**src/rtl/src1_decode_pkg.sv**
```systemverilog
// constants and types for the second-source doubleword decoder
package src1_decode_pkg;
	// field positions within the doubleword
	localparam int RSV_HI = 31;
	localparam int RSV_LO = 25;
	localparam int VS_HI = 24;
	localparam int VS_LO = 21;
	localparam int RSV20_BIT = 20;
	localparam int RW_HI = 20;
	localparam int RW_LO = 18;
	localparam int CS_HI = 19;
	localparam int CS_LO = 16;
	localparam int HS_HI = 17;
	localparam int HS_LO = 16;
	localparam int AM_BIT = 15;
	localparam int SM_HI = 14;
	localparam int SM_LO = 13;
	localparam int RN_HI = 12;
	localparam int RN_LO = 5;
	localparam int AS_HI = 12;
	localparam int AS_LO = 10;
	localparam int AI16_HI = 9;
	localparam int AI16_LO = 4;
	localparam int AI1_HI = 9;
	localparam int AI1_LO = 0;
	localparam int SR_HI = 4;
	localparam int SR_LO = 0;
	localparam int SR4_BIT = 4;
	localparam int CE_HI = 3;
	localparam int CE_LO = 0;
	// register map
	localparam int ADDR_W = 12;
	localparam logic [11:0] CTRL_OFF = 12'h000;
	localparam logic [11:0] STAT_OFF = 12'h004;
	localparam logic [11:0] CNT_OFF = 12'h008;
	localparam logic [11:0] WORD_OFF = 12'h00C;
	localparam logic [31:0] CTRL_RST = 32'h0000_0001;
	localparam int CTRL_EN_BIT = 0;
	localparam int STAT_RSV_BIT = 0;
	localparam int STAT_LAY_LO = 1;
	localparam int CNT_W = 16;
	localparam logic [1:0] RESP_OKAY = 2'h0;
	localparam logic [1:0] RESP_DECERR = 2'h3;
	// layouts, gray coded
	typedef enum logic [1:0] {
		LAYOUT_DIRECT_SCALAR = 2'h0,
		LAYOUT_DIRECT_FOUR = 2'h1,
		LAYOUT_INDIRECT_FOUR = 2'h3,
		LAYOUT_INDIRECT_SCALAR = 2'h2
	} layout_e;
endpackage

```
**src/rtl/src1_field_extract.sv**
```systemverilog
// combinational field extraction for one second-source doubleword
`timescale 1ns/1ps
module src1_field_extract (
	// doubleword and mode
	input wire logic [31:0] word_in,
	input wire logic indirect_in,
	input wire logic four_channel_in,
	input wire logic immediate_in,
	// fields
	output src1_decode_pkg::layout_e layout_out,
	output logic [3:0] vertical_stride_out,
	output logic [2:0] region_width_out,
	output logic [1:0] horizontal_stride_out,
	output logic [1:0] source_modifier_out,
	output logic [7:0] register_number_out,
	output logic [4:0] subregister_number_out,
	output logic addressing_mode_flag_out,
	output logic [2:0] address_reg_subnumber_out,
	output logic [9:0] address_immediate_out,
	output logic [3:0] channel_swizzle_out,
	output logic [3:0] channel_enable_mask_out,
	output logic reserved_bad_out
);
	always_comb begin
		layout_out = indirect_in ?
			(four_channel_in ? src1_decode_pkg::LAYOUT_INDIRECT_FOUR :
			src1_decode_pkg::LAYOUT_INDIRECT_SCALAR) :
			(four_channel_in ? src1_decode_pkg::LAYOUT_DIRECT_FOUR :
			src1_decode_pkg::LAYOUT_DIRECT_SCALAR);
		vertical_stride_out = 4'h0;
		region_width_out = 3'h0;
		horizontal_stride_out = 2'h0;
		source_modifier_out = 2'h0;
		register_number_out = 8'h00;
		subregister_number_out = 5'h00;
		addressing_mode_flag_out = 1'b0;
		address_reg_subnumber_out = 3'h0;
		address_immediate_out = 10'h000;
		channel_swizzle_out = 4'h0;
		channel_enable_mask_out = 4'h0;
		reserved_bad_out = 1'b0;
		// an immediate leaves every field but the layout at zero
		if (!immediate_in) begin
			vertical_stride_out = word_in[src1_decode_pkg::VS_HI:src1_decode_pkg::VS_LO];
			source_modifier_out = word_in[src1_decode_pkg::SM_HI:src1_decode_pkg::SM_LO];
			reserved_bad_out = |word_in[src1_decode_pkg::RSV_HI:src1_decode_pkg::RSV_LO];
			case (layout_out)
				src1_decode_pkg::LAYOUT_DIRECT_SCALAR: begin
					region_width_out = word_in[src1_decode_pkg::RW_HI:src1_decode_pkg::RW_LO];
					horizontal_stride_out = word_in[src1_decode_pkg::HS_HI:src1_decode_pkg::HS_LO];
					register_number_out = word_in[src1_decode_pkg::RN_HI:src1_decode_pkg::RN_LO];
					subregister_number_out = word_in[src1_decode_pkg::SR_HI:src1_decode_pkg::SR_LO];
					reserved_bad_out = reserved_bad_out | word_in[src1_decode_pkg::AM_BIT];
				end
				src1_decode_pkg::LAYOUT_DIRECT_FOUR: begin
					channel_swizzle_out = word_in[src1_decode_pkg::CS_HI:src1_decode_pkg::CS_LO];
					register_number_out = word_in[src1_decode_pkg::RN_HI:src1_decode_pkg::RN_LO];
					subregister_number_out = {word_in[src1_decode_pkg::SR4_BIT], 4'h0};
					channel_enable_mask_out = word_in[src1_decode_pkg::CE_HI:src1_decode_pkg::CE_LO];
					reserved_bad_out = reserved_bad_out | word_in[src1_decode_pkg::AM_BIT]
						| word_in[src1_decode_pkg::RSV20_BIT];
				end
				src1_decode_pkg::LAYOUT_INDIRECT_FOUR: begin
					// bit 20 only flagged, never decoded
					reserved_bad_out = reserved_bad_out | word_in[src1_decode_pkg::RSV20_BIT];
					channel_swizzle_out = word_in[src1_decode_pkg::CS_HI:src1_decode_pkg::CS_LO];
					addressing_mode_flag_out = word_in[src1_decode_pkg::AM_BIT];
					address_reg_subnumber_out = word_in[src1_decode_pkg::AS_HI:src1_decode_pkg::AS_LO];
					address_immediate_out = {word_in[src1_decode_pkg::AI16_HI:src1_decode_pkg::AI16_LO], 4'h0};
					channel_enable_mask_out = word_in[src1_decode_pkg::CE_HI:src1_decode_pkg::CE_LO];
				end
				src1_decode_pkg::LAYOUT_INDIRECT_SCALAR: begin
					region_width_out = word_in[src1_decode_pkg::RW_HI:src1_decode_pkg::RW_LO];
					horizontal_stride_out = word_in[src1_decode_pkg::HS_HI:src1_decode_pkg::HS_LO];
					addressing_mode_flag_out = word_in[src1_decode_pkg::AM_BIT];
					address_reg_subnumber_out = word_in[src1_decode_pkg::AS_HI:src1_decode_pkg::AS_LO];
					address_immediate_out = word_in[src1_decode_pkg::AI1_HI:src1_decode_pkg::AI1_LO];
				end
				default: begin
					reserved_bad_out = 1'b1;
				end
			endcase
		end
	end
endmodule // src1_field_extract

```
**src/rtl/src1_operand_dword_decoder.sv**
```systemverilog
// second-source doubleword decoder with its AXI4-Lite status registers
//
// Decided for this implementation: the AXI4-Lite register port and the address map.
`timescale 1ns/1ps
module src1_operand_dword_decoder (
	// clock and reset
	input wire logic clk_sys_in,
	input wire logic rst_n_in,
	// from instruction fetch
	input wire logic dword_valid_in,
	input wire logic [31:0] src1_dword_in,
	input wire logic src0_is_imm_in,
	input wire logic src1_is_imm_in,
	input wire logic src1_indirect_in,
	input wire logic four_channel_in,
	// to operand fetch
	output logic fields_valid_out,
	output src1_decode_pkg::layout_e layout_out,
	output logic [3:0] vertical_stride_out,
	output logic [2:0] region_width_out,
	output logic [1:0] horizontal_stride_out,
	output logic [1:0] source_modifier_out,
	output logic [7:0] register_number_out,
	output logic [4:0] subregister_number_out,
	output logic addressing_mode_flag_out,
	output logic [2:0] address_reg_subnumber_out,
	output logic [9:0] address_immediate_out,
	output logic [3:0] channel_swizzle_out,
	output logic [3:0] channel_enable_mask_out,
	output logic immediate_valid_out,
	output logic [31:0] immediate_word_out,
	output logic reserved_violation_out,
	// axi4-lite write
	input wire logic axi_awvalid_in,
	output logic axi_awready_out,
	input wire logic [11:0] axi_awaddr_in,
	input wire logic axi_wvalid_in,
	output logic axi_wready_out,
	input wire logic [31:0] axi_wdata_in,
	input wire logic [3:0] axi_wstrb_in,
	output logic axi_bvalid_out,
	input wire logic axi_bready_in,
	output logic [1:0] axi_bresp_out,
	// axi4-lite read
	input wire logic axi_arvalid_in,
	output logic axi_arready_out,
	input wire logic [11:0] axi_araddr_in,
	output logic axi_rvalid_out,
	input wire logic axi_rready_in,
	output logic [31:0] axi_rdata_out,
	output logic [1:0] axi_rresp_out
);
	logic [1:0] rst_sync_q;
	logic rst_n;
	logic take;
	logic any_imm;
	src1_decode_pkg::layout_e ext_layout;
	logic [3:0] ext_vs;
	logic [2:0] ext_rw;
	logic [1:0] ext_hs;
	logic [1:0] ext_sm;
	logic [7:0] ext_rn;
	logic [4:0] ext_sr;
	logic ext_am;
	logic [2:0] ext_as;
	logic [9:0] ext_ai;
	logic [3:0] ext_cs;
	logic [3:0] ext_ce;
	logic ext_rsv;
	logic [31:0] ctrl_q;
	logic rsv_seen_q;
	logic [src1_decode_pkg::CNT_W-1:0] cnt_q;
	logic [31:0] last_word_q;
	logic aw_held_q;
	logic w_held_q;
	logic [11:0] awaddr_q;
	logic [31:0] wdata_q;
	logic [3:0] wstrb_q;
	logic do_write;

	// word-aligned decode; low address bits are ignored
	function automatic logic [11:0] word_addr(input logic [11:0] a);
		return {a[11:2], 2'h0};
	endfunction

	function automatic logic is_mapped(input logic [11:0] a);
		logic [11:0] w;
		w = word_addr(a);
		return w == src1_decode_pkg::CTRL_OFF || w == src1_decode_pkg::STAT_OFF
			|| w == src1_decode_pkg::CNT_OFF || w == src1_decode_pkg::WORD_OFF;
	endfunction

	function automatic logic [31:0] merge_strb(input logic [31:0] old,
		input logic [31:0] nw, input logic [3:0] strb);
		logic [31:0] r;
		r = old;
		for (int i = 0; i < 4; i++) begin
			if (strb[i]) begin
				r[i*8 +: 8] = nw[i*8 +: 8];
			end
		end
		return r;
	endfunction

	// reset release through two flops
	always_ff @(posedge clk_sys_in or negedge rst_n_in) begin
		if (!rst_n_in) begin
			rst_sync_q <= 2'h0;
		end else begin
			rst_sync_q <= {rst_sync_q[0], 1'b1};
		end
	end
	assign rst_n = rst_sync_q[1];

	assign any_imm = src0_is_imm_in | src1_is_imm_in;
	// software can pause decoding; words offered meanwhile are dropped
	assign take = dword_valid_in & ctrl_q[src1_decode_pkg::CTRL_EN_BIT];
	assign do_write = aw_held_q & w_held_q & ~axi_bvalid_out;

	src1_field_extract u_extract (
		.word_in(src1_dword_in),
		.indirect_in(src1_indirect_in),
		.four_channel_in(four_channel_in),
		.immediate_in(any_imm),
		.layout_out(ext_layout),
		.vertical_stride_out(ext_vs),
		.region_width_out(ext_rw),
		.horizontal_stride_out(ext_hs),
		.source_modifier_out(ext_sm),
		.register_number_out(ext_rn),
		.subregister_number_out(ext_sr),
		.addressing_mode_flag_out(ext_am),
		.address_reg_subnumber_out(ext_as),
		.address_immediate_out(ext_ai),
		.channel_swizzle_out(ext_cs),
		.channel_enable_mask_out(ext_ce),
		.reserved_bad_out(ext_rsv)
	);

	// decoded fields, held until the next accepted word
	always_ff @(posedge clk_sys_in or negedge rst_n) begin
		if (!rst_n) begin
			fields_valid_out <= 1'b0;
			layout_out <= src1_decode_pkg::LAYOUT_DIRECT_SCALAR;
			vertical_stride_out <= 4'h0;
			region_width_out <= 3'h0;
			horizontal_stride_out <= 2'h0;
			source_modifier_out <= 2'h0;
			register_number_out <= 8'h00;
			subregister_number_out <= 5'h00;
			addressing_mode_flag_out <= 1'b0;
			address_reg_subnumber_out <= 3'h0;
			address_immediate_out <= 10'h000;
			channel_swizzle_out <= 4'h0;
			channel_enable_mask_out <= 4'h0;
			immediate_valid_out <= 1'b0;
			immediate_word_out <= 32'h0000_0000;
			reserved_violation_out <= 1'b0;
		end else begin
			fields_valid_out <= take;
			if (take) begin
				layout_out <= ext_layout;
				vertical_stride_out <= ext_vs;
				region_width_out <= ext_rw;
				horizontal_stride_out <= ext_hs;
				source_modifier_out <= ext_sm;
				register_number_out <= ext_rn;
				subregister_number_out <= ext_sr;
				addressing_mode_flag_out <= ext_am;
				address_reg_subnumber_out <= ext_as;
				address_immediate_out <= ext_ai;
				channel_swizzle_out <= ext_cs;
				channel_enable_mask_out <= ext_ce;
				immediate_valid_out <= any_imm;
				immediate_word_out <= any_imm ? src1_dword_in : 32'h0000_0000;
				reserved_violation_out <= ext_rsv;
			end
		end
	end

	// decode statistics
	always_ff @(posedge clk_sys_in or negedge rst_n) begin
		if (!rst_n) begin
			cnt_q <= '0;
			last_word_q <= 32'h0000_0000;
		end else if (take) begin
			cnt_q <= cnt_q + 1'b1;
			last_word_q <= src1_dword_in;
		end
	end

	// sticky reserved-bit flag; a new hit beats a clear
	always_ff @(posedge clk_sys_in or negedge rst_n) begin
		if (!rst_n) begin
			rsv_seen_q <= 1'b0;
		end else begin
			rsv_seen_q <= (take & ext_rsv) | (rsv_seen_q & ~(do_write
				& word_addr(awaddr_q) == src1_decode_pkg::STAT_OFF
				& wstrb_q[0] & wdata_q[src1_decode_pkg::STAT_RSV_BIT]));
		end
	end

	always_ff @(posedge clk_sys_in or negedge rst_n) begin
		if (!rst_n) begin
			ctrl_q <= src1_decode_pkg::CTRL_RST;
		end else if (do_write && word_addr(awaddr_q) == src1_decode_pkg::CTRL_OFF) begin
			ctrl_q <= merge_strb(ctrl_q, wdata_q, wstrb_q) & 32'h0000_0001;
		end
	end

	// write channels, taken in either order
	always_ff @(posedge clk_sys_in or negedge rst_n) begin
		if (!rst_n) begin
			aw_held_q <= 1'b0;
			w_held_q <= 1'b0;
			awaddr_q <= 12'h000;
			wdata_q <= 32'h0000_0000;
			wstrb_q <= 4'h0;
			axi_awready_out <= 1'b1;
			axi_wready_out <= 1'b1;
			axi_bvalid_out <= 1'b0;
			axi_bresp_out <= src1_decode_pkg::RESP_OKAY;
		end else begin
			if (axi_awvalid_in && axi_awready_out) begin
				aw_held_q <= 1'b1;
				awaddr_q <= axi_awaddr_in;
				axi_awready_out <= 1'b0;
			end
			if (axi_wvalid_in && axi_wready_out) begin
				w_held_q <= 1'b1;
				wdata_q <= axi_wdata_in;
				wstrb_q <= axi_wstrb_in;
				axi_wready_out <= 1'b0;
			end
			if (do_write) begin
				aw_held_q <= 1'b0;
				w_held_q <= 1'b0;
				axi_bvalid_out <= 1'b1;
				axi_bresp_out <= is_mapped(awaddr_q) ?
					src1_decode_pkg::RESP_OKAY : src1_decode_pkg::RESP_DECERR;
			end
			if (axi_bvalid_out && axi_bready_in) begin
				axi_bvalid_out <= 1'b0;
				axi_awready_out <= 1'b1;
				axi_wready_out <= 1'b1;
			end
		end
	end

	// read channel, answer one edge after the address is taken
	always_ff @(posedge clk_sys_in or negedge rst_n) begin
		if (!rst_n) begin
			axi_arready_out <= 1'b1;
			axi_rvalid_out <= 1'b0;
			axi_rdata_out <= 32'h0000_0000;
			axi_rresp_out <= src1_decode_pkg::RESP_OKAY;
		end else if (axi_arvalid_in && axi_arready_out) begin
			axi_arready_out <= 1'b0;
			axi_rvalid_out <= 1'b1;
			axi_rresp_out <= is_mapped(axi_araddr_in) ?
				src1_decode_pkg::RESP_OKAY : src1_decode_pkg::RESP_DECERR;
			case (word_addr(axi_araddr_in))
				src1_decode_pkg::CTRL_OFF: axi_rdata_out <= ctrl_q;
				src1_decode_pkg::STAT_OFF: axi_rdata_out <= {29'h0000_0000,
					layout_out, rsv_seen_q};
				src1_decode_pkg::CNT_OFF: axi_rdata_out <= {16'h0000, cnt_q};
				src1_decode_pkg::WORD_OFF: axi_rdata_out <= last_word_q;
				default: axi_rdata_out <= 32'h0000_0000;
			endcase
		end else if (axi_rvalid_out && axi_rready_in) begin
			axi_rvalid_out <= 1'b0;
			axi_arready_out <= 1'b1;
		end
	end

	logic reg_only;
	logic d_scalar;
	logic i_four;
	logic i_scalar;
	assign reg_only = take & ~any_imm;
	assign d_scalar = reg_only & ~src1_indirect_in & ~four_channel_in;
	assign i_four = reg_only & src1_indirect_in & four_channel_in;
	assign i_scalar = reg_only & src1_indirect_in & ~four_channel_in;
endmodule // src1_operand_dword_decoder

```
**config.mk**
```make
export PLATFORM = sky130hd
export DESIGN_NAME = src1_operand_dword_decoder
export DESIGN_NICKNAME = d
export VERILOG_FILES = /design/src/rtl/src1_decode_pkg.sv /design/src/rtl/src1_field_extract.sv /design/src/rtl/src1_operand_dword_decoder.sv
export SDC_FILE = /design/constraint.sdc
export NUM_CORES = 1
export LEC_CHECK = 0
export ABC_AREA = 1
export ABC_CLOCK_PERIOD_IN_PS = 9250
export BUFFER_PORTS_ARGS = -buffer_cell sky130_fd_sc_hd__clkbuf_2
export CAP_MARGIN = 10
export CELL_PAD_IN_SITES_DETAIL_PLACEMENT = 2
export CELL_PAD_IN_SITES_GLOBAL_PLACEMENT = 2
export CORE_MARGIN = 5
export CORE_UTILIZATION = 32
export DETAILED_ROUTE_END_ITERATION = 8
export PLACE_DENSITY_LB_ADDON = 0.1
export SLEW_MARGIN = 20
export SYNTH_ARGS = -nofsm -noshare
export SYNTH_HDL_FRONTEND = slang
export SYNTH_SLANG_ARGS = --single-unit
```
**constraint.sdc**
```tcl
create_clock -name clk_sys_in -period 9.25 [get_ports clk_sys_in]
set_clock_uncertainty 0.05 [all_clocks]
set_input_delay 2.775 -clock clk_sys_in [delete_from_list [all_inputs] [get_ports clk_sys_in]]
set_output_delay 2.775 -clock clk_sys_in [all_outputs]
set_load 0.02 [all_outputs]
```
### Yosys cells after proc, flatten, opt, wreduce, memory -nomap -nowiden

Index checks and enable logic that the tools add are counted.

* flip-flop bits (word level): 192
* bits of input ports: 104
* output and inout port bits: 124
* word-level logic and storage cells: 129

* add/sub/neg operators: 1
* eq/ne operators: 9
* multiplexer cells: 43
* bitwise gates (word level): 15
* reduce and logical (&&, ||, !) cells: 27

Operator list (number)
* one-hot mux 32 bit (4 select lines): 1
* equality test 10 x 2 -> 1 bit, second input constant: 4
* two-way mux 32 bit: 1
* equality test 10 x 1 -> 1 bit, second input constant: 2
* logical NOT 10 bit: 2
* two-way mux 4 bit: 5
* one-hot mux 10 bit (2 select lines): 1
* two-way mux 1 bit: 19
* adder 16 x 1 -> 16 bit, second input constant: 1
* two-way mux 8 bit: 2
* two-way mux 2 bit: 6
* two-way mux 3 bit: 4
* nonzero test 2 bit: 6
* two-way mux 10 bit: 1
* one-hot mux 5 bit (2 select lines): 1
* AND 1 bit: 8
* OR reduction 2 bit: 4
* OR reduction 7 bit: 1
* logical AND 1 bit: 6
* logical OR 1 bit: 6
* two-way mux 5 bit: 1
* bitwise OR 1 bit: 5
* equality test 2 bit, second input constant: 2
* one-hot mux 1 bit (3 select lines): 1
* other kinds (4): 5

### Logic depth before layout (Yosys ltp)

* depth after elaboration: 8
* mapped depth: 9
* gate-level depth less buffers: 9

### Modules after synthesis

A second synthesis with hierarchy kept.

* cells, all modules: 940
* area total of the unflattened synthesis: 7856.3 µm²

Modules (own cells, without submodules)
* src1_operand_dword_decoder: instances 1, cells an instance 847, area each 7459.7 µm², sequential area each 4709.5 µm²
* src1_field_extract: instances 1, cells an instance 93, area each 396.6 µm², sequential area each 0.0 µm²

### Worst setup path before layout

No wires, ideal clock.

* kind: input to register
* start point: in axi_araddr_in[9]
* end point: reg axi_rdata_out[21]
* arrival: 3566 ps
* data required time: 9134 ps
* path slack: 5568 ps
* stages on the path: 8
* buffers on the path: 1
* path through: nor2_1 > nand2_1 > nor2_4 > nand2_4 > nor2_8 > buf_8 > nand2_2 > nand2_1

* longest elaborated chain between the ends: 2

Ends and longest elaborated chain
* start: declaration: RTL line src1_operand_dword_decoder.sv:47 `input wire logic [11:0] axi_araddr_in,`
* equality test 10 x 2 -> 1 bit (tied with other cells): RTL line src1_operand_dword_decoder.sv:262 `case (word_addr(axi_araddr_in))`
* one-hot mux 32 bit (4 select lines) (*): RTL line src1_operand_dword_decoder.sv:262
* end signal: assignment: RTL line src1_operand_dword_decoder.sv:263 `src1_decode_pkg::CTRL_OFF: axi_rdata_out <= ctrl_q;`
* end signal: assignment: RTL line src1_operand_dword_decoder.sv:264 `src1_decode_pkg::STAT_OFF: axi_rdata_out <= {29'h0000_0000,`
* end signal: assignment: RTL line src1_operand_dword_decoder.sv:266 `src1_decode_pkg::CNT_OFF: axi_rdata_out <= {16'h0000, cnt_q};`
* end: declaration: RTL line src1_operand_dword_decoder.sv:50 `output logic [31:0] axi_rdata_out,`

Every way passes the cells marked *; elsewhere a longest branch is shown, timed or not.
A chain may end at the register's enable or synchronous reset.

### Final worst setup path

* start point: in dword_valid_in
* end point: reg cnt_q[12] (netlist bit)

* longest elaborated chain between the ends: 1

Ends and longest elaborated chain
* start: declaration: RTL line src1_operand_dword_decoder.sv:10 `input wire logic dword_valid_in,`
* AND 1 bit: RTL line src1_operand_dword_decoder.sv:117 `assign take = dword_valid_in & ctrl_q[src1_decode_pkg::CTRL_EN_BIT];`
* end signal: assignment: RTL line src1_operand_dword_decoder.sv:187 `cnt_q <= cnt_q + 1'b1;`
* end: declaration: RTL line src1_operand_dword_decoder.sv:72 `logic [src1_decode_pkg::CNT_W-1:0] cnt_q;`

No other way between the ends.

==> metrics.md <==
| Metric | Value |
|---|---|
| Yosys top cell area share | 0.615 |
| RR Endpoint | cnt_q[12] |
| Num rows | 56 |
| Iter 0 DRT Violations | 223 |
| Hold wc startpoint | rst_sync_q[0] |
| # setup viols final | 0 |
| Area Growth Syn to Fin | 24.6% |
| CTS tree | built |
| Max Freq | around 210 MHz |
| Max FO, Critical Path | 55 |
| Synth area leader | dfrtp_1 |
| Share of layout cells above drive strength 1 | 0.251 |
| Register bit total from synthesis | 188 |
| TritonRoute pass-1 iters | 4 |
| Longest Clk Path Bufs | 2 |
| Syn Area/Cell | between 9 and 10 um2 |
| Hold_ws | approximately 0.31 ns |
| Die width | about 160 um |
| CTS Sinks | around 190 |
| Worst Path Arrival | 5.02 ns |
| Share of the yosys chip area belonging to registers | 0.629 |
| Post-cts hold buffer count | 0 |
| Largest net degree at the start of global routing | 75 |
| First-pass GRT wire length | about 38000 um |
| Remaining Overflow, GRT | 0 |
| Post-synth EDFFs | 0 |
| Main synth FF type | dfrtp_1 |
| Startpoint Class | input port |
| Clk_lat worst skew | ~0.44 ns |
| Worst min path class | flop to flop |
| Slew headroom | 0.442 |
| Area contributors post-synth | dfrtp_1 (62%), nand2_1 (17%), o21ai_0 (7.0%) |
| Max IR drop VDD | around 110 uV |
| Wirelength, routed | 23500 um |
| Core Area | between 20000 and 25000 um2 |
| Post-DP HPWL | approximately 17000 um |
| Most used cell, CP | nand2_1 |
| DR vias | 6203 |
| Residual DRC count | 0 |
| GRT Util Overall | 0.183 |
| Synthesized instance count | between 800 and 900 |
| Cell Area, Synth | around 7500 um2 |
| FILL cells | 2650 |
| Crit share post-route | 0.508 |
| H-tree Lvls | 4 |
| Final ANT Viol Nets | 0 |
| Final hold vios | 0 |
| Async S/R FF share, synth | 1.00 |
| Die ar. | ~27000 um2 |
| Ports | 228 |
| Synth cell types | 30 |
| Crit path kind | input port to flop |
| Hold path depth | 0 |
| Initial Utilization | 0.322 |
| Syn. warnings | 0 |
| Leakage Power | ~5 nW |
| PortBufs | around 190 |
| CTS Buf Count | 17 |
| Worst EP required | 9.57 ns |
| Status | finished, final reports clean |
| R2R Path Start | ctrl_q[0] |
| Crit path capture type | flop |
| Setup TNS | 0 ns |
| Vias per inst | between 4 and 5 |
| Reg2reg setup slack | 6.40 ns |
| Synthesized Nets | between 900 and 1000 |
| Routed WL per cell | ~18 um |
| RePlAce Congestion | 0.775 |
| Initial antenna violation count | 3 |
| Slowest CP cell | inv_2 |
| Final core utilization | 0.401 |
| Clock transition at path regs | ~0.080 ns |
| Slowest stage delay, CP | 0.78 ns |
| Clock root cell | clkbuf_16 |
| # Post-CTS Setup Buffers | 0 |
| Power, Total | between 2 and 2.5 mW |
| Chip height | 163 um |
| Min cycle time layout | about 4.7 ns |
| RSZ-0062 raised after global routing | no |
| Worst hold endpoint | rst_sync_q[1] |
| Final nets | roughly 1100 |
| R2R cell count | 8 |
| Areal power density over the cells | 226 nW/um2 |
| Measured slew at the worst slew-check pin | between 0.8 and 0.9 ns |
| Vias in the first global route | around 7000 |
| Post-cts sizing count | 0 |
| Max-Cap Viols | 0 |
| Final max-slew violation count | 0 |
| Crit-path cells | clkbuf_2 > nand2_4 > inv_2 > nand2_1 > nor2_1 > nand3b_1 > nor2_1 > nand2_1 > nand2_1 |
logic make-up after synthesis:
family,after synthesis,synth area share
and+or+nand+nor,428,0.235
DFF,188,0.629
buffers and inverters,81,0.0471
adders and majority gates,1,0.00167
AOI/OAI and AO/OA,111,0.0746
other,1,0.000501
xor gates and xnor gates,10,0.0117
per-layer routing:
| metal | share of wire | vias up | track usage |
|---|---|---|---|
| met5 | 0.0015 | - | 0 |
| met4 | 0.014 | 4 | 0.0480 |
| met3 | 0.051 | 25 | 0.0501 |
| met2 | 0.45 | 133 | 0.279 |
| met1 | 0.48 | 3087 | 0.258 |
| li1 | - | 2954 | - |
flip-flops by register name, summed over array words and instances, names as in the netlist, 3 cells and up:
register                   flops
axi_rdata_out                 32
last_word_q                   32
region_width_out               3
address_reg_subnumber_out      3
register_number_out            8
cnt_q                         16
subregister_number_out         5
address_immediate_out         10
channel_enable_mask_out        4
awaddr_q                      10
vertical_stride_out            4
channel_swizzle_out            4
immediate_word_out            32
per-stage QoR:
step | setup WS [ns] | cells | cell area, um2
finish | 4.55 | 1337 | 9320
global route | 4.30 | 1337 | 9320
CTS | 4.52 | 1335 | 9290
detailed placement | 4.07 | 1303 | 8720
global placement | 4.08 | 1303 | 8720
floorplan | 3.58 | 820 | 7480
where the power goes:
group          leakage [nW]  total (mW)  internal [mW]  switching (mW)
registers              2.52        1.03          0.949          0.0804
logic                  2.27       0.355          0.113           0.242
clock network         0.282       0.722          0.360           0.362
total                  5.07        2.11           1.42           0.684
worst max-delay path by stage:
stage / start / to / slack [ns] / cells past startpoint
final: dword_valid_in / cnt_q[12] / 4.55 / 9
after global routing: dword_valid_in / cnt_q[13] / 4.30 / 8
after CTS: dword_valid_in / cnt_q[12] / 4.52 / 9
after detailed placement: dword_valid_in / cnt_q[11] / 4.07 / 8
after global placement: dword_valid_in / cnt_q[11] / 4.08 / 8
after floorplan: rst_sync_q[1] / address_immediate_out[0] / 3.58 / 0
cell type report:
cell class                 count  area, um2  share of cell area
sequential                   188       4710               0.506
multi-input combinational    551       2430               0.261
timing repair buffer         195       1010               0.108
clock buffer                  18        429              0.0460
tap                          319        399              0.0428
inverter                      51        191              0.0205
clock inverter                14        146              0.0157
antenna                        1       2.50            0.000268
critical path: cells and delay by family:
| kind | cells | cell delay (ns) |
|---|---|---|
| and+or+nand+nor | 7 | 1.31 |
| buffers and inverters | 2 | 0.91 |
synth_stat cells (2+ instances only):
library cell / count
nand2_2: 12
nor2_1: 27
o21ai_1: 5
dfstp_2: 4
inv_2: 3
buf_2: 6
nor2_2: 2
inv_1: 48
xor2_1: 6
o21ai_0: 104
xnor2_1: 4
nand3_1: 36
nand4_1: 5
buf_4: 8
nor3_1: 5
dfrtp_1: 184
clkbuf_1: 15
nor2_4: 2
nand2_1: 333
cells in the final DEF, fill, tap and decap left out, types with 2 or more instances in the layout:
cell type  count
nand2_1      332
clkbuf_2     189
dfrtp_1      183
o21ai_0      104
inv_1         48
nand3_1       36
nor2_1        27
clkbuf_16     17
nand2_2       12
xor2_1         6
nor3_1         5
nand4_1        5
o21ai_1        5
inv_6          5
buf_4          5
xnor2_1        4
dfstp_2        4
inv_2          3
clkinv_4       3
clkinv_8       3
nand2_4        2
nor2_4         2
nor2_2         2
inv_8          2
(Power assumes the default switching activity.)
